$ cat config.mk
export PLATFORM = sky130hd
export DESIGN_NAME = tls_lod_select
export DESIGN_NICKNAME = d
export VERILOG_FILES = /design/src/hw/tls_pkg.sv /design/src/hw/tls_lod_select.sv /design/src/hw/tls_range_clamp.sv /design/src/hw/tls_level_pick.sv
export SDC_FILE = /design/constraint.sdc
export NUM_CORES = 1
export LEC_CHECK = 0
export BUFFER_PORTS_ARGS = -buffer_cell sky130_fd_sc_hd__buf_2
export CORE_UTILIZATION = 45
export CTS_BUF_LIST = sky130_fd_sc_hd__clkbuf_16
export CTS_CLUSTER_DIAMETER = 150
export CTS_CLUSTER_SIZE = 16
export DETAILED_ROUTE_END_ITERATION = 8
export PLACE_DENSITY_LB_ADDON = 0.12
export SLEW_MARGIN = 20
export SYNTH_ARGS = -nofsm -noshare
export SYNTH_HDL_FRONTEND = slang
export SYNTH_SLANG_ARGS = --single-unit
$ cat constraint.sdc
create_clock -name clock -period 20 [get_ports clock]
set_input_delay 0 -clock clock [delete_from_list [all_inputs] [get_ports clock]]
set_output_delay 0 -clock clock [all_outputs]
set_load 0.05 [all_outputs]
$ cat src/hw/tls_pkg.sv
package tls_pkg;

  // Datapath widths
  localparam int FRAC_W = 6;   // Fraction bits of every LOD value
  localparam int LOD_W  = 14;  // Signed internal LOD, room for sums
  localparam int LIM_W  = 10;  // 4.6 fields
  localparam int BASE_W = 5;   // Base offset, 4.1
  localparam int LVL_W  = 4;   // Level index
  localparam int DIM_W  = 14;  // Texel dimension
  localparam int ADDR_W = 8;
  localparam int DATA_W = 32;

  // Surface limits
  localparam logic [LVL_W-1:0]  MAX_LEVEL = 4'hD;     // Fourteen levels
  localparam logic [DIM_W-1:0]  MAX_DIM   = 14'h2000; // Largest edge
  localparam logic [DIM_W-1:0]  MIN_DIM   = 14'h0001; // One texel
  localparam logic [LOD_W-1:0]  HALF_LOD  = 14'h0020; // 0.5 for rounding
  localparam logic [LOD_W-1:0]  ONE_LOD   = 14'h0040; // Next coarser level

  // Register byte offsets
  localparam logic [ADDR_W-1:0] OFS_CTRL  = 8'h00;
  localparam logic [ADDR_W-1:0] OFS_BIAS  = 8'h04;
  localparam logic [ADDR_W-1:0] OFS_LIMIT = 8'h08;
  localparam logic [ADDR_W-1:0] OFS_LEVEL = 8'h0C;
  localparam logic [ADDR_W-1:0] OFS_SIZE  = 8'h10;
  localparam logic [ADDR_W-1:0] OFS_STAT  = 8'h14;

  // Field positions
  localparam int CTRL_EARLY = 0;
  localparam int CTRL_ILF   = 1;
  localparam int CTRL_MAG   = 3;
  localparam int LIM_HI     = 16;
  localparam int LVL_FIRST  = 8;
  localparam int LVL_COUNT  = 16;
  localparam int SIZE_V     = 16;
  localparam int STAT_L1    = 4;
  localparam int STAT_BLEND = 8;
  localparam int STAT_MAG   = 16;
  localparam int STAT_OOB   = 17;

  // Reset values
  localparam logic [LIM_W-1:0] RST_COARSEST = 10'h340; // Level 13.0

  // Inter-level filter modes
  typedef enum logic [1:0] {
    TLS_IL_OFF   = 2'b00,
    TLS_IL_ROUND = 2'b01,
    TLS_IL_BLEND = 2'b10
  } tls_ilf_t;

  // Sampler and surface state
  typedef struct packed {
    logic              early_clamp_enable;
    logic [1:0]        inter_level_filter_select;
    logic              magnify_filter_select;
    logic [LIM_W-1:0]  state_detail_bias;
    logic [LIM_W-1:0]  finest_level_limit;
    logic [LIM_W-1:0]  coarsest_level_limit;
    logic [BASE_W-1:0] base_level_offset;
    logic [LVL_W-1:0]  surface_first_level;
    logic [LVL_W-1:0]  level_count;
    logic [DIM_W-1:0]  width;
    logic [DIM_W-1:0]  height;
  } tls_cfg_t;

  // One pixel request
  typedef struct packed {
    logic             valid;
    logic [LIM_W-1:0] lod;
    logic [LIM_W-1:0] message_detail_bias;
    logic             bias_msg;
    logic             outside_range_flag;
    logic             no_alpha;
  } tls_req_t;

  // One pixel result
  typedef struct packed {
    logic              valid;
    logic              magnify_decision;
    logic              mag_filter;
    logic              two_level;
    logic [LVL_W-1:0]  lvl0;
    logic [LVL_W-1:0]  lvl1;
    logic [FRAC_W-1:0] blend;
    logic [DIM_W-1:0]  dim_u;
    logic [DIM_W-1:0]  dim_v;
    logic              zero_texel;
    logic              alpha_one;
  } tls_res_t;

  // Sign extend a 4.6 field
  function automatic logic signed [LOD_W-1:0] ext_s(input logic [LIM_W-1:0] v);
    return {{(LOD_W-LIM_W){v[LIM_W-1]}}, v};
  endfunction

  // Zero extend a 4.6 field
  function automatic logic signed [LOD_W-1:0] ext_u(input logic [LIM_W-1:0] v);
    return {{(LOD_W-LIM_W){1'b0}}, v};
  endfunction

  // Integer part, saturated to the level range
  function automatic logic [LVL_W-1:0] lvl_of(input logic signed [LOD_W-1:0] v);
    if (v < 0) begin
      return '0;
    end
    if (v[LOD_W-1:FRAC_W] > {4'h0, MAX_LEVEL}) begin
      return MAX_LEVEL;
    end
    return v[FRAC_W+LVL_W-1:FRAC_W];
  endfunction

  // Level clamp between two integer limits
  function automatic logic [LVL_W-1:0] lvl_clamp(input logic [LVL_W-1:0] l,
                                                 input logic [LVL_W-1:0] lo,
                                                 input logic [LVL_W-1:0] hi);
    if (l < lo) begin
      return lo;
    end
    return (l > hi) ? hi : l;
  endfunction

  // Halved dimension, never below one texel
  function automatic logic [DIM_W-1:0] lvl_dim(input logic [DIM_W-1:0] d,
                                               input logic [LVL_W-1:0] l);
    logic [DIM_W-1:0] t;
    t = d >> l;
    return (t == '0) ? MIN_DIM : t;
  endfunction

endpackage

$ cat src/hw/tls_lod_select.sv
// Design decisions made here: the placing of the registers and the plain strobed port.
`timescale 1ns/10ps
`default_nettype none
module tls_lod_select (
  input  wire logic                          clock,
  input  wire logic                          rstn,
  input  wire logic [tls_pkg::ADDR_W-1:0]    reg_addr,
  input  wire logic [tls_pkg::DATA_W-1:0]    reg_wdata,
  input  wire logic                          reg_wr,
  input  wire logic                          reg_rd,
  output logic [tls_pkg::DATA_W-1:0]         reg_rdata,
  input  wire tls_pkg::tls_req_t             req,
  output tls_pkg::tls_res_t                  res
);

  // Whole module state
  typedef struct packed {
    tls_pkg::tls_cfg_t          cfg;   // Sampler and surface state
    tls_pkg::tls_res_t          res;   // Last pixel result
    logic [tls_pkg::DATA_W-1:0] rdata; // Read answer
  } tls_state_t;

  tls_state_t st_q;  // Registered state
  tls_state_t st_d;  // Next state

  // Datapath stage values
  logic signed [tls_pkg::LOD_W-1:0] biased;     // Bias stage
  logic signed [tls_pkg::LOD_W-1:0] pre_clamp;  // Clamp unit output
  logic signed [tls_pkg::LOD_W-1:0] pc_lod;     // After optional clamp
  logic signed [tls_pkg::LOD_W-1:0] adj_lod;    // After base offset
  logic signed [tls_pkg::LOD_W-1:0] quirk_lod;  // Decision operand
  logic signed [tls_pkg::LOD_W-1:0] eff_lod;    // LOD fed to selection
  logic signed [tls_pkg::LOD_W-1:0] cap_lod;    // Fraction-capped LOD
  logic                             magnify;    // Magnify decision
  logic [1:0]                       pick_mode;  // Mode used for picking
  logic [tls_pkg::LVL_W-1:0]        lo_int;     // Finest integer level
  logic [tls_pkg::LVL_W-1:0]        hi_int;     // Coarsest integer level
  logic [tls_pkg::LVL_W-1:0]        p_lvl0;     // Picked level
  logic [tls_pkg::LVL_W-1:0]        p_lvl1;     // Picked coarser level
  logic [tls_pkg::FRAC_W-1:0]       p_blend;    // Picked blend
  logic                             p_two;      // Two levels used
  logic [tls_pkg::DATA_W-1:0]       rd_mux;     // Read selection

  // Integer parts of the limits
  assign lo_int = st_q.cfg.finest_level_limit[tls_pkg::LIM_W-1:tls_pkg::FRAC_W];
  assign hi_int = st_q.cfg.coarsest_level_limit[tls_pkg::LIM_W-1:tls_pkg::FRAC_W];

  // Bias stage, message bias only on bias-type messages
  always_comb begin
    // Per-pixel LOD arrives precomputed with the request
    biased = tls_pkg::ext_s(req.lod) + tls_pkg::ext_s(st_q.cfg.state_detail_bias);
    if (req.bias_msg) begin
      biased = biased + tls_pkg::ext_s(req.message_detail_bias);
    end
  end

  // Early clamp between full fractional limits
  tls_range_clamp u_pre_clamp (
    .value   (biased),
    .lo      (st_q.cfg.finest_level_limit),
    .hi      (st_q.cfg.coarsest_level_limit),
    .clamped (pre_clamp)
  );

  // Base offset, decision and effective LOD
  always_comb begin
    pc_lod    = st_q.cfg.early_clamp_enable ? pre_clamp : biased;
    adj_lod   = pc_lod - tls_pkg::ext_u({st_q.cfg.base_level_offset, 5'h00});
    // Decision operand carries the surface first level
    quirk_lod = adj_lod + tls_pkg::ext_u({st_q.cfg.surface_first_level, 6'h00});
    magnify   = (quirk_lod <= 0);
    if (magnify || req.outside_range_flag) begin
      eff_lod   = '0;
      pick_mode = tls_pkg::TLS_IL_OFF;
    end else begin
      eff_lod   = adj_lod;
      pick_mode = st_q.cfg.inter_level_filter_select;
    end
  end

  // Fraction limits cap the blend weights
  tls_range_clamp u_cap_clamp (
    .value   (eff_lod),
    .lo      (st_q.cfg.finest_level_limit),
    .hi      (st_q.cfg.coarsest_level_limit),
    .clamped (cap_lod)
  );

  // Level selection and final clamp
  tls_level_pick u_pick (
    .lod        (eff_lod),
    .lod_capped (cap_lod),
    .mode       (pick_mode),
    .lo_int     (lo_int),
    .hi_int     (hi_int),
    .lvl0       (p_lvl0),
    .lvl1       (p_lvl1),
    .blend      (p_blend),
    .two_level  (p_two)
  );

  // Register read selection
  always_comb begin
    rd_mux = '0;
    case (reg_addr)
      tls_pkg::OFS_CTRL: begin
        // Control fields
        rd_mux[tls_pkg::CTRL_EARLY]     = st_q.cfg.early_clamp_enable;
        rd_mux[tls_pkg::CTRL_ILF +: 2]  = st_q.cfg.inter_level_filter_select;
        rd_mux[tls_pkg::CTRL_MAG]       = st_q.cfg.magnify_filter_select;
      end
      tls_pkg::OFS_BIAS: begin
        rd_mux[tls_pkg::LIM_W-1:0] = st_q.cfg.state_detail_bias;
      end
      tls_pkg::OFS_LIMIT: begin
        // Finest low half, coarsest high half
        rd_mux[tls_pkg::LIM_W-1:0]                 = st_q.cfg.finest_level_limit;
        rd_mux[tls_pkg::LIM_HI +: tls_pkg::LIM_W]  = st_q.cfg.coarsest_level_limit;
      end
      tls_pkg::OFS_LEVEL: begin
        // Base, surface first level, count
        rd_mux[tls_pkg::BASE_W-1:0]                   = st_q.cfg.base_level_offset;
        rd_mux[tls_pkg::LVL_FIRST +: tls_pkg::LVL_W]  = st_q.cfg.surface_first_level;
        rd_mux[tls_pkg::LVL_COUNT +: tls_pkg::LVL_W]  = st_q.cfg.level_count;
      end
      tls_pkg::OFS_SIZE: begin
        // Width low half, height high half
        rd_mux[tls_pkg::DIM_W-1:0]                = st_q.cfg.width;
        rd_mux[tls_pkg::SIZE_V +: tls_pkg::DIM_W] = st_q.cfg.height;
      end
      tls_pkg::OFS_STAT: begin
        // Last result for software inspection
        rd_mux[tls_pkg::LVL_W-1:0]                    = st_q.res.lvl0;
        rd_mux[tls_pkg::STAT_L1 +: tls_pkg::LVL_W]    = st_q.res.lvl1;
        rd_mux[tls_pkg::STAT_BLEND +: tls_pkg::FRAC_W] = st_q.res.blend;
        rd_mux[tls_pkg::STAT_MAG]                     = st_q.res.magnify_decision;
        rd_mux[tls_pkg::STAT_OOB]                     = st_q.res.zero_texel;
      end
      default: begin
        rd_mux = '0; // Unmapped reads zero
      end
    endcase
  end

  // Next state
  always_comb begin
    st_d = st_q;
    // Register writes, full word
    if (reg_wr) begin
      case (reg_addr)
        tls_pkg::OFS_CTRL: begin
          // Clamp enable, filter select, magnify filter
          st_d.cfg.early_clamp_enable        = reg_wdata[tls_pkg::CTRL_EARLY];
          st_d.cfg.inter_level_filter_select = reg_wdata[tls_pkg::CTRL_ILF +: 2];
          st_d.cfg.magnify_filter_select     = reg_wdata[tls_pkg::CTRL_MAG];
        end
        tls_pkg::OFS_BIAS: begin
          st_d.cfg.state_detail_bias = reg_wdata[tls_pkg::LIM_W-1:0];
        end
        tls_pkg::OFS_LIMIT: begin
          // Both limits move together
          st_d.cfg.finest_level_limit   = reg_wdata[tls_pkg::LIM_W-1:0];
          st_d.cfg.coarsest_level_limit = reg_wdata[tls_pkg::LIM_HI +: tls_pkg::LIM_W];
        end
        tls_pkg::OFS_LEVEL: begin
          // Level count is stored only
          st_d.cfg.base_level_offset   = reg_wdata[tls_pkg::BASE_W-1:0];
          st_d.cfg.surface_first_level = reg_wdata[tls_pkg::LVL_FIRST +: tls_pkg::LVL_W];
          st_d.cfg.level_count         = reg_wdata[tls_pkg::LVL_COUNT +: tls_pkg::LVL_W];
        end
        tls_pkg::OFS_SIZE: begin
          // Edges above the largest level saturate
          st_d.cfg.width  = (reg_wdata[tls_pkg::DIM_W-1:0] > tls_pkg::MAX_DIM) ?
                            tls_pkg::MAX_DIM : reg_wdata[tls_pkg::DIM_W-1:0];
          st_d.cfg.height = (reg_wdata[tls_pkg::SIZE_V +: tls_pkg::DIM_W] > tls_pkg::MAX_DIM) ?
                            tls_pkg::MAX_DIM : reg_wdata[tls_pkg::SIZE_V +: tls_pkg::DIM_W];
        end
        default: begin
          st_d.cfg = st_q.cfg; // Writes elsewhere ignored
        end
      endcase
    end
    // Read answer stands one cycle only
    st_d.rdata = reg_rd ? rd_mux : '0;
    // Pixel result, one per request, in order
    st_d.res.valid            = req.valid;
    if (req.valid) begin
      st_d.res.magnify_decision = magnify;
      st_d.res.mag_filter       = st_q.cfg.magnify_filter_select;
      st_d.res.two_level        = p_two;
      st_d.res.lvl0             = p_lvl0;
      st_d.res.lvl1             = p_lvl1;
      st_d.res.blend            = p_blend;
      // Non power-of-two edges halve with floor
      st_d.res.dim_u            = tls_pkg::lvl_dim(st_q.cfg.width, p_lvl0);
      st_d.res.dim_v            = tls_pkg::lvl_dim(st_q.cfg.height, p_lvl0);
      st_d.res.zero_texel       = req.outside_range_flag;
      st_d.res.alpha_one        = req.outside_range_flag & req.no_alpha;
    end
  end

  // State register
  always_ff @(posedge clock or negedge rstn) begin
    if (!rstn) begin
      st_q                          <= '0;
      // Coarsest limit and edges start at the largest
      st_q.cfg.coarsest_level_limit <= tls_pkg::RST_COARSEST;
      st_q.cfg.width                <= tls_pkg::MAX_DIM;
      st_q.cfg.height               <= tls_pkg::MAX_DIM;
    end else begin
      st_q <= st_d;
    end
  end

  // Outputs straight from flip-flops
  assign reg_rdata = st_q.rdata;
  assign res       = st_q.res;

  // Limits ordered so clamps are meaningful
  logic lim_ok;
  assign lim_ok = (st_q.cfg.finest_level_limit <= st_q.cfg.coarsest_level_limit);
endmodule
`default_nettype wire

$ cat src/hw/tls_range_clamp.sv
`timescale 1ns/10ps
`default_nettype none
// Clamps a signed LOD between two unsigned 4.6 limits
module tls_range_clamp (
  input  wire logic signed [tls_pkg::LOD_W-1:0] value,
  input  wire logic [tls_pkg::LIM_W-1:0]        lo,
  input  wire logic [tls_pkg::LIM_W-1:0]        hi,
  output logic signed [tls_pkg::LOD_W-1:0]      clamped
);

  // On a crossed pair, values below the low limit get the low limit and all others the high limit
  always_comb begin
    if (value < tls_pkg::ext_u(lo)) begin
      clamped = tls_pkg::ext_u(lo);
    end else if (value > tls_pkg::ext_u(hi)) begin
      clamped = tls_pkg::ext_u(hi);
    end else begin
      clamped = value;
    end
  end

endmodule
`default_nettype wire

$ cat src/hw/tls_level_pick.sv
`timescale 1ns/10ps
`default_nettype none
// Picks mip levels and blend for one adjusted LOD
module tls_level_pick (
  input  wire logic signed [tls_pkg::LOD_W-1:0] lod,
  input  wire logic signed [tls_pkg::LOD_W-1:0] lod_capped,
  input  wire logic [1:0]                       mode,
  input  wire logic [tls_pkg::LVL_W-1:0]        lo_int,
  input  wire logic [tls_pkg::LVL_W-1:0]        hi_int,
  output logic [tls_pkg::LVL_W-1:0]             lvl0,
  output logic [tls_pkg::LVL_W-1:0]             lvl1,
  output logic [tls_pkg::FRAC_W-1:0]            blend,
  output logic                                  two_level
);

  // Mode select then final integer clamp
  always_comb begin
    lvl0      = '0;
    lvl1      = '0;
    blend     = '0;
    two_level = 1'b0;
    case (mode)
      tls_pkg::TLS_IL_ROUND: begin
        lvl0 = tls_pkg::lvl_of(lod + tls_pkg::HALF_LOD);
      end
      tls_pkg::TLS_IL_BLEND: begin
        // Fraction clamped by fractional limits
        lvl0      = tls_pkg::lvl_of(lod_capped);
        lvl1      = tls_pkg::lvl_of(lod_capped + tls_pkg::ONE_LOD);
        blend     = (lod_capped < 0) ? '0 : lod_capped[tls_pkg::FRAC_W-1:0];
        two_level = 1'b1;
      end
      default: begin
        lvl0 = '0;
      end
    endcase
    lvl0 = tls_pkg::lvl_clamp(lvl0, lo_int, hi_int);
    lvl1 = two_level ? tls_pkg::lvl_clamp(lvl1, lo_int, hi_int) : '0;
  end

endmodule
`default_nettype wire

== After elaboration in Yosys (flattened, before gate mapping) ==
Index checks and enable logic that the tools add are counted.

* Register bits after elaboration: 153
* Output and inout port bits: 80
* Input bits: 68

* Reduce and logical (&&, ||, !) cells: 9
* Shifts and indexed selects: 2
* Magnitude comparators: 17
* Equality and inequality tests: 7
* Mux-type cells: 64
* $add $sub $neg: 6
* Bitwise operators: 1

{| class="wikitable"
|+ Operators by type and width
! operator !! count
|-
| 14-bit 2-to-1 mux || 11
|-
| 4-bit 2-to-1 mux || 21
|-
| 14-bit by 1-bit < comparator with 1-bit output (second input constant) || 3
|-
| 30-bit 2-to-1 mux || 1
|-
| 14-bit by 11-bit > comparator with 1-bit output || 2
|-
| 14-bit > comparator (second input constant) || 2
|-
| 14-bit logical NOT || 2
|-
| 14-bit by 11-bit < comparator with 1-bit output || 2
|-
| 14-bit by 4-bit right shift with 14-bit output || 2
|-
| 8-bit by 4-bit > comparator with 1-bit output (second input constant) || 3
|-
| 4-bit one-hot mux with 6 select lines || 1
|-
| 1-bit 2-to-1 mux || 18
|-
| 8-bit by 4-bit == test with 1-bit output (second input constant) || 2
|-
| 8-bit by 5-bit == test with 1-bit output (second input constant) || 2
|-
| 14-bit by 11-bit adder with 14-bit output || 1
|-
| 14-bit by 6-bit adder with 14-bit output (second input constant) || 1
|-
| 14-bit by 7-bit adder with 14-bit output (second input constant) || 1
|-
| 14-bit by 1-bit <= comparator with 1-bit output (second input constant) || 1
|-
| 14-bit by 11-bit subtractor with 14-bit output || 1
|-
| 11-bit by 10-bit adder with 12-bit output || 1
|-
| 6-bit 2-to-1 mux || 2
|-
| 2-bit one-hot mux with 3 select lines || 2
|-
| 3-bit one-hot mux with 4 select lines || 1
|-
| 6-bit one-hot mux with 2 select lines || 1
|-
| other kinds (16) || 22
|}

== Longest topological paths before layout ==
Gate-level depths: netlist (run 1).

* Depth in word-level cells: 29
* Gate-level depth with buffers: 79
* Gate-level depth less buffers: 73

== Modules after synthesis ==
Synthesis (run 1) repeated with hierarchy kept, for this count alone.

* Cells, all modules: 1365
* Area total of the unflattened synthesis: 12612.1 um2

{| class="wikitable"
|+ By module, submodules not included
! module !! seq. area each (um2) !! area each (um2) !! cells each !! times used
|-
| tls_lod_select || 3784.9 || 9910.8 || 1021 || 1
|-
| tls_level_pick || 0.0 || 1143.6 || 152 || 1
|-
| tls_range_clamp (u_pre_clamp) || 0.0 || 780.7 || 96 || 1
|-
| tls_range_clamp (u_cap_clamp) || 0.0 || 777.0 || 96 || 1
|}

== Least setup slack after synthesis (run 1) ==
OpenSTA, ideal clock, no wires.

* Kind: register to register
* From: reg st_q[141] (netlist name)
* To: reg st_q, in the netlist res[2]
* Library setup time: 0.095 ns
* Arrival: 14.207 ns
* Path buffers: 4
* Required time: 19.905 ns
* Cell stages (with the launch flop): 76
* Setup slack: 5.697 ns
* Clock period less this slack: 14.303 ns
* Cell sequence: dfrtp_1 ha_1 fa_1 a21o_1 a21oi_1 xnor2_1 ha_1 a21o_1 a21oi_2 nand2_1 a21o_1 a21oi_1 xnor2_1 mux2_2 ha_1 o21a_1 nor2_1 a211oi_1 (+40 left out) o21ai_1 inv_1 ha_1 inv_1 a21oi_1 a21oi_1 o21ai_0 o21bai_1 o211a_1 nand2_1 o2111a_4 nor2_8 buf_6 mux2i_2 mux2i_1 mux2_2 a2111o_1 o31ai_1

* Cells in the longest elaborated chain, start to end: 28
* Elaborated cells on any way between the ends: 50
* Those cells by class: add/sub: 5; order compare: 11; eq/ne: 2; shift: 1; mux: 29; reduce/logical: 2

{| class="wikitable"
|+ Ends and longest elaborated chain
! element !! RTL line !! text
|-
| start, declared || tls_lod_select.sv:23 || <nowiki>tls_state_t st_q;</nowiki>
|-
| start signal, assigned || tls_lod_select.sv:211 || <nowiki>st_q <= st_d;</nowiki>
|-
| 10-bit by 10-bit adder with 11-bit output * || tls_lod_select.sv:51 || <nowiki>biased = tls_pkg::ext_s(req.lod) + tls_pkg::ext_s(st_q.cfg.state_detail_bias);</nowiki>
|-
| 11-bit by 10-bit adder with 12-bit output || tls_lod_select.sv:53 || <nowiki>biased = biased + tls_pkg::ext_s(req.message_detail_bias);</nowiki>
|-
| 14-bit 2-to-1 mux * || tls_lod_select.sv:52 || <nowiki>if (req.bias_msg) begin</nowiki>
|-
| 14-bit by 11-bit > comparator with 1-bit output || tls_range_clamp.sv:15 || <nowiki>end else if (value > tls_pkg::ext_u(hi)) begin</nowiki>
|-
| 14-bit 2-to-1 mux || tls_range_clamp.sv:15 ||
|-
| 14-bit 2-to-1 mux || tls_range_clamp.sv:13 || <nowiki>if (value < tls_pkg::ext_u(lo)) begin</nowiki>
|-
| 14-bit 2-to-1 mux * || tls_lod_select.sv:67 || <nowiki>pc_lod = st_q.cfg.early_clamp_enable ? pre_clamp : biased;</nowiki>
|-
| 14-bit by 11-bit subtractor with 14-bit output * || tls_lod_select.sv:68 || <nowiki>adj_lod = pc_lod - tls_pkg::ext_u({st_q.cfg.base_level_offset, 5'h00});</nowiki>
|-
| (+12 left out) || -- ||
|-
| 4-bit 2-to-1 mux || tls_pkg.sv:106 || <nowiki>if (v[LOD_W-1:FRAC_W] > {4'h0, MAX_LEVEL}) begin</nowiki>
|-
| 4-bit one-hot mux with 2 select lines * || tls_level_pick.sv:22 || <nowiki>case (mode)</nowiki>
|-
| 4-bit > comparator or 4-bit < comparator (tied branches) || tls_pkg.sv:119, tls_pkg.sv:116 ||
|-
| 4-bit 2-to-1 mux or 1-bit 2-to-1 mux (tied branches) || tls_pkg.sv:119, tls_pkg.sv:116 ||
|-
| 4-bit 2-to-1 mux * || tls_pkg.sv:119 || <nowiki>return (l > hi) ? hi : l;</nowiki>
|-
| 14-bit by 4-bit right shift with 14-bit output * || tls_pkg.sv:126 || <nowiki>t = d >> l;</nowiki>
|-
| 14-bit logical NOT || tls_pkg.sv:127 || <nowiki>return (t == '0) ? MIN_DIM : t;</nowiki>
|-
| 14-bit 2-to-1 mux * || tls_pkg.sv:127 ||
|}

Every way passes the cells marked *; elsewhere a longest branch is shown, timed or not. The select of a mux whose other input is x is not followed.
A chain may end at the register's enable or synchronous reset.

== Worst setup path in the final report (run 1) ==
Same ends and word-level chain as after synthesis.

==> results of run 1 <==
[cells in the final DEF, fill, tap and decap left out, drive strengths merged, types with 9 or more instances in the layout]
cell         Yosys  layout
o2bb2ai         24      24
and2            11      11
nand3           28      28
a21oi           87      87
ha              90      90
and3            10      10
o21a            10      10
a22oi           21      21
inv             63      70
a31oi           19      19
a21o            25      25
clkbuf          38      17
xnor2           13      13
nor2           120     120
a22o            11      11
nor2b           12      12
a211oi          10      10
mux2            69      69
nand2b          22      22
o211ai          14      14
nand2          139     139
buf             98     154
dfrtp          146     146
nand4           15      15
nor4            10      10
o31ai            9       9
dlygate4sd3      0      40
mux2i           39      39
nor3            26      26
o21ai           87      87
[worst max-delay path by stage]
| stage | start | endpoint | slack, ns | depth (start not counted) |
|---|---|---|---|---|
| 6_report | st_q[141] | res[2] | 2.40 | 71 |
| 5_1_grt | st_q[141] | res[2] | 1.23 | 71 |
| 4_1_cts | st_q[141] | res[2] | 2.80 | 71 |
| 3_5_place_dp | st_q[141] | res[2] | 2.86 | 71 |
| 3_3_place_gp | st_q[141] | res[2] | 2.95 | 71 |
| 2_1_floorplan | st_q[141] | res[2] | 5.70 | 75 |
[logic make-up (layout without fill, tap and decap cells)]
family	after synthesis	count (layout)	synth area share
adder cells (fa/ha/maj)	94	94	0.09697
buffers and inverters	200	290	0.08772
flip-flops	151	151	0.3043
multiplexers	110	110	0.09898
AND/OR/NAND/NOR	415	415	0.1589
AO/OA/AOI/OAI	413	413	0.2380
other	1	4	0.0003015
XOR/XNOR	21	21	0.01479
[where the power goes]
| group | switching, mW | internal [mW] |
|---|---|---|
| registers | 0.0173 | 0.318 |
| logic | 0.335 | 0.183 |
| clock network | 0.147 | 0.177 |
[critical path, delay by kind of cell (launching register included)]
kind | cells | cell delay, ns
AOI/OAI and AO/OA | 34 | 8.42
and+or+nand+nor | 18 | 3.63
adders and majority gates | 9 | 2.79
muxes | 3 | 1.09
buffers and inverters | 5 | 0.81
DFF | 1 | 0.41
xor gates and xnor gates | 2 | 0.27
[timing repair]
action                                 CTS  global route
endpoints found under the hold margin  178             0
hold buffers                            40             0
gates resized for setup                  0             0
[per-layer routing]
metal  vias up  wire length [um]  track usage
met2       490             17580       0.4310
met4         0               862      0.08617
met1      5527             19460       0.4393
met5         -                 0            0
li1       5277                 -            -
met3        51              3408      0.04584
[per-stage QoR]
stage                     area, um2  utilization
after floorplan               12450            -
after global placement        12860       0.4757
after detailed placement      12860       0.4757
after CTS                     13850       0.5123
after global routing          13850       0.5123
final                         13850       0.5123
[sequential cells by signal, indices dropped and copies added, names as in the netlist]
name	flops
hi_int	4
lo_int	4
reg_rdata	28
res	48
st_q	67
[cell type report]
type	count	area, um2	share of cell area
sequential	151	3785	0.2734
tap	341	426.7	0.03082
clock buffer	17	425.4	0.03072
clock inverter	15	163.9	0.01184
timing repair buffer	194	1215	0.08775
multi-input combinational	1057	7590	0.5482
inverter	64	240.2	0.01735
==> metrics, run 1 <==
postcts setup bufs 0; Max stage delay on crit path around 0.7 ns; r2r endpoint res[2]; Final ANT Viol Nets 0; Worst-Skew Late Latency 0.43 ns; fin crit share 0.8798; CTS root buffer clkbuf_16; pwr dens 85.06 nW/um2; TNS Setup 0 ns; CTS tree yes; Seq/Total Area, Yosys 0.3043; CP dominant cell by count ha_1; kind of critical path flip-flop to flip-flop; drt total wl 41300 um; Worst-Margin Slew 1.100 ns; Worst Path Arrival 17.92 ns; H-tree depth 4; relative slew slack 0.2648; hold depth 2; Worst setup EP type flip-flop; Top FF cell, synth dfrtp_1; post-route minimum period 17.60 ns; drt pass-1 iters 5; max-slew violations 0; RSZ-0062 raised after global routing no; first-pass GRT wire length ~63000 um; CORE AREA roughly 27000 um2; antenna diode instance count 0; total of max-cap violations 0; clk slew on worst S/H paths 0.07 ns; Rows 60; Filler cells between 2000 and 3000; launch point of the worst reg-to-reg path st_q[141]; reg2reg setup slack 2.40 ns; most frequent cell after synthesis dfrtp_1; clk_skew 0.01255 ns; grt total ovfl 0; area leader, netlist dfrtp_1; Max FO, Critical Path 15; GRT Util Overall 0.2933; Cells after DPL 1767; worst vdd ir just under 70 uV; outcome finished clean; routability cong. 0.9425; # IOs 148; DR DRC count 0; Via density around 6; total power between 1 and 1.5 mW; total CTS buffers 17; Initial Utilization 0.4602; Post-Synthesis Cells around 1400; critical path startpoint category flip-flop; path depth of the worst reg2reg path 71; Peak Freq ~0.057 GHz; largest net degree at the start of global routing 97; input/output buffers 139; number of flops mapped to enable cells by yosys 0; routed len/inst 22.46 um; initial antenna violation count 0; Worst EP required between 20 and 25 ns; DR vias 11350; Max Root-Sink Buffers 2; worst hold margin 0.05028 ns; post-synth cell types 105; DRT iter0 DRCs 1094; DIE AREA 28310 um2; NumNets Final 1647; syn_area_per_cell around 8.9 um2; pre-CTS WS 2.861 ns; WHS Endpoint res[47]; asr flop ratio synth 1.000; Post-Syn Area 12440 um2; Layout Cells excl Fill about 1800; die width 168.3 um; slowest CP cell a21oi_2; Setup violations, final 0; top post-synthesis cells by count dfrtp_1 (146), nand2_1 (138), nor2_1 (118); worst hold start req[23]; cell leakage power 6.379 nW; top cells by area, synth dfrtp_1 (29%), ha_1 (9.1%), mux2_2 (6.1%); layout cells sized above 1 0.2009; Seq cells post-synth ~150; vias in the first global route 10660; Final Hold Vio Count 0; Syn. warnings 0; Final HPWL DP 31640 um; chip height 168.3 um; Yosys top cell area share 0.2937; Syn-to-layout area delta 11.32%; min-delay worst type input port to flip-flop; final worst setup slack around 2.4 ns; clock sink total 151
No activity file was read; power rests on OpenSTA's default activity.
==> run 2: changes to the inputs <==
==> constraint.sdc (replaced) <==
create_clock -name clock -period 21.7 [get_ports clock]
set_input_delay 0 -clock clock [delete_from_list [all_inputs] [get_ports clock]]
set_output_delay 0 -clock clock [all_outputs]
set_load 0.05 [all_outputs]
==> metrics, run 2 (synthesis results as in run 1) <==
DIE AREA roughly 28000 um2; Post-CTS Hold Fix Bufs 33; Worst EP required 22.04 ns; Filler cells 2633; DP Area 12870 um2; vias in the first global route around 11000; TNS Setup 0 ns; cell leakage power 6.381 nW; clock sink total 151; max-slew violations 0; Via density 6.184; relative slew slack 0.2578; kind of critical path flip-flop to flip-flop; most common cell after layout, fill and taps aside dfrtp_1; worst vdd ir between 50 and 60 uV; cells resized by post-CTS repair 0; outcome finished clean; Setup violations, final 0; grt total ovfl 0; pwr dens between 70 and 80 nW/um2; input/output buffers between 100 and 150; initial antenna violation count 0; DR vias roughly 11000; clk_skew 0.01507 ns; GRT Util Overall 0.2969; largest net degree at the start of global routing 94; r2r endpoint res[2]; Cells after DPL 1769; DRT iter0 DRCs 1011; routed wl met3 ~3200 um; CTS root buffer clkbuf_16; Syn-to-layout area delta 11.03%; NumNets Final 1642; routability cong. between 0.9 and 1; Max Root-Sink Buffers 2; commonest non-fill, non-tap cells in the layout dfrtp_1 (146), nand2_1 (138), buf_2 (138); CP dominant cell by count ha_1; Max stage delay on crit path about 0.70 ns; Worst Path Arrival 18.01 ns; Final ANT Viol Nets 0; Final HPWL DP 32140 um; chip height between 150 and 200 um; first-pass GRT wire length 63850 um; clk slew on worst S/H paths 0.07 ns; H-tree depth 4; postcts setup bufs 0; critical path startpoint category flip-flop; DR DRC count 0; Max FO, Critical Path 35; post-route minimum period 17.67 ns; Worst-Margin Slew 1.111 ns; drt total wl 41870 um; launch point of the worst reg-to-reg path st_q[141]; Rows 60; multi-input logic area around 7600 um2; worst hold start req[1]; # IOs around 150; Layout Cells excl Fill 1835; register area around 3800 um2; layout cells sized above 1 0.2036; Worst setup EP type flip-flop; path depth of the worst reg2reg path 71; RSZ-0062 raised after global routing no; WHS Endpoint res[1]; CTS tree yes; Final Hold Vio Count 0; WL met1 19940 um; min-delay worst type input port to flip-flop; max reg flops 67; Initial Utilization 0.4602; DR top layer met4; Largest Register st_q; met2 wire len about 18000 um; reg2reg setup slack 4.03 ns; Peak Freq 0.05658 GHz; die width 168.3 um; Worst-Skew Late Latency 0.44 ns; design area 13810 um2; routed len/inst 22.82 um; drt pass-1 iters 5; slowest CP cell or4b_1; hold depth 2; total CTS buffers 17; total of max-cap violations 0; fin crit share 0.8145; CORE AREA 27030 um2
==> run 2: changes by cell type in the layout (fill, tap and decap cells not counted), sizes merged <==
cell	change
clkinvlp	-1
clkinv	+1
dlygate4sd3	-7
buf	+2
diode	+1
==> run 2: layout make-up <==
| cell class | instances | share of cell area |
|---|---|---|
| clock inverters | 15 | 0.01314 |
| clock buffers | 17 | 0.03080 |
| flip-flops and latches | 151 | 0.2741 |
| repair buffers | 189 | 0.08398 |
| diodes | 1 | 0.0001812 |
| inverters | 64 | 0.01739 |
| well taps | 341 | 0.03089 |
| multi-input cells | 1057 | 0.5496 |
==> run 2: routing by layer <==
layer  track usage  vias to the layer above
li1              -                     5257
met1        0.4351                     5541
met2        0.4332                      478
met3       0.06394                       72
met4       0.09051                        0
met5             0                        -
==> run 2: how the worst max path moves through the flow <==
stage / from / endpoint / slack (ns) / depth (start not counted)
6_report: st_q[141] / res[2] / 4.03 / 71
4_1_cts: st_q[141] / res[2] / 4.35 / 71
3_5_place_dp: st_q[141] / res[2] / 4.46 / 71
2_1_floorplan: st_q[141] / res[2] / 7.40 / 75
3_3_place_gp: st_q[141] / res[2] / 4.68 / 71
5_1_grt: st_q[141] / res[16] / 2.70 / 71
==> run 2: stage by stage <==
step / hold slack [ns] / setup slack, ns / power, mW / utilization
after floorplan: -0.2956 / 7.397 / 0.6623 / -
after global placement: 0.1366 / 4.681 / 0.7710 / 0.4763
after detailed placement: 0.1366 / 4.457 / 0.7753 / 0.4763
after CTS: 0.004968 / 4.355 / 1.089 / 0.5109
after global routing: 0.03415 / 2.702 / 1.160 / 0.5109
final: 0.01282 / 4.025 / 1.096 / 0.5110
==> run 2: where the power goes <==
group | internal, mW | switching (mW) | leakage, nW
registers | 0.293 | 0.0154 | 2.02
clock network | 0.165 | 0.144 | 0.290
logic | 0.169 | 0.310 | 4.07
==> run 2: worst max-delay path, delay by kind of cell (launching register included) <==
kind	cells	cell delay, ns
xor gates and xnor gates	2	0.28
DFF	1	0.41
muxes	5	1.57
buffers and inverters	5	0.80
and+or+nand+nor	18	3.88
AOI/OAI and AO/OA	32	7.81
adders and majority gates	9	2.80
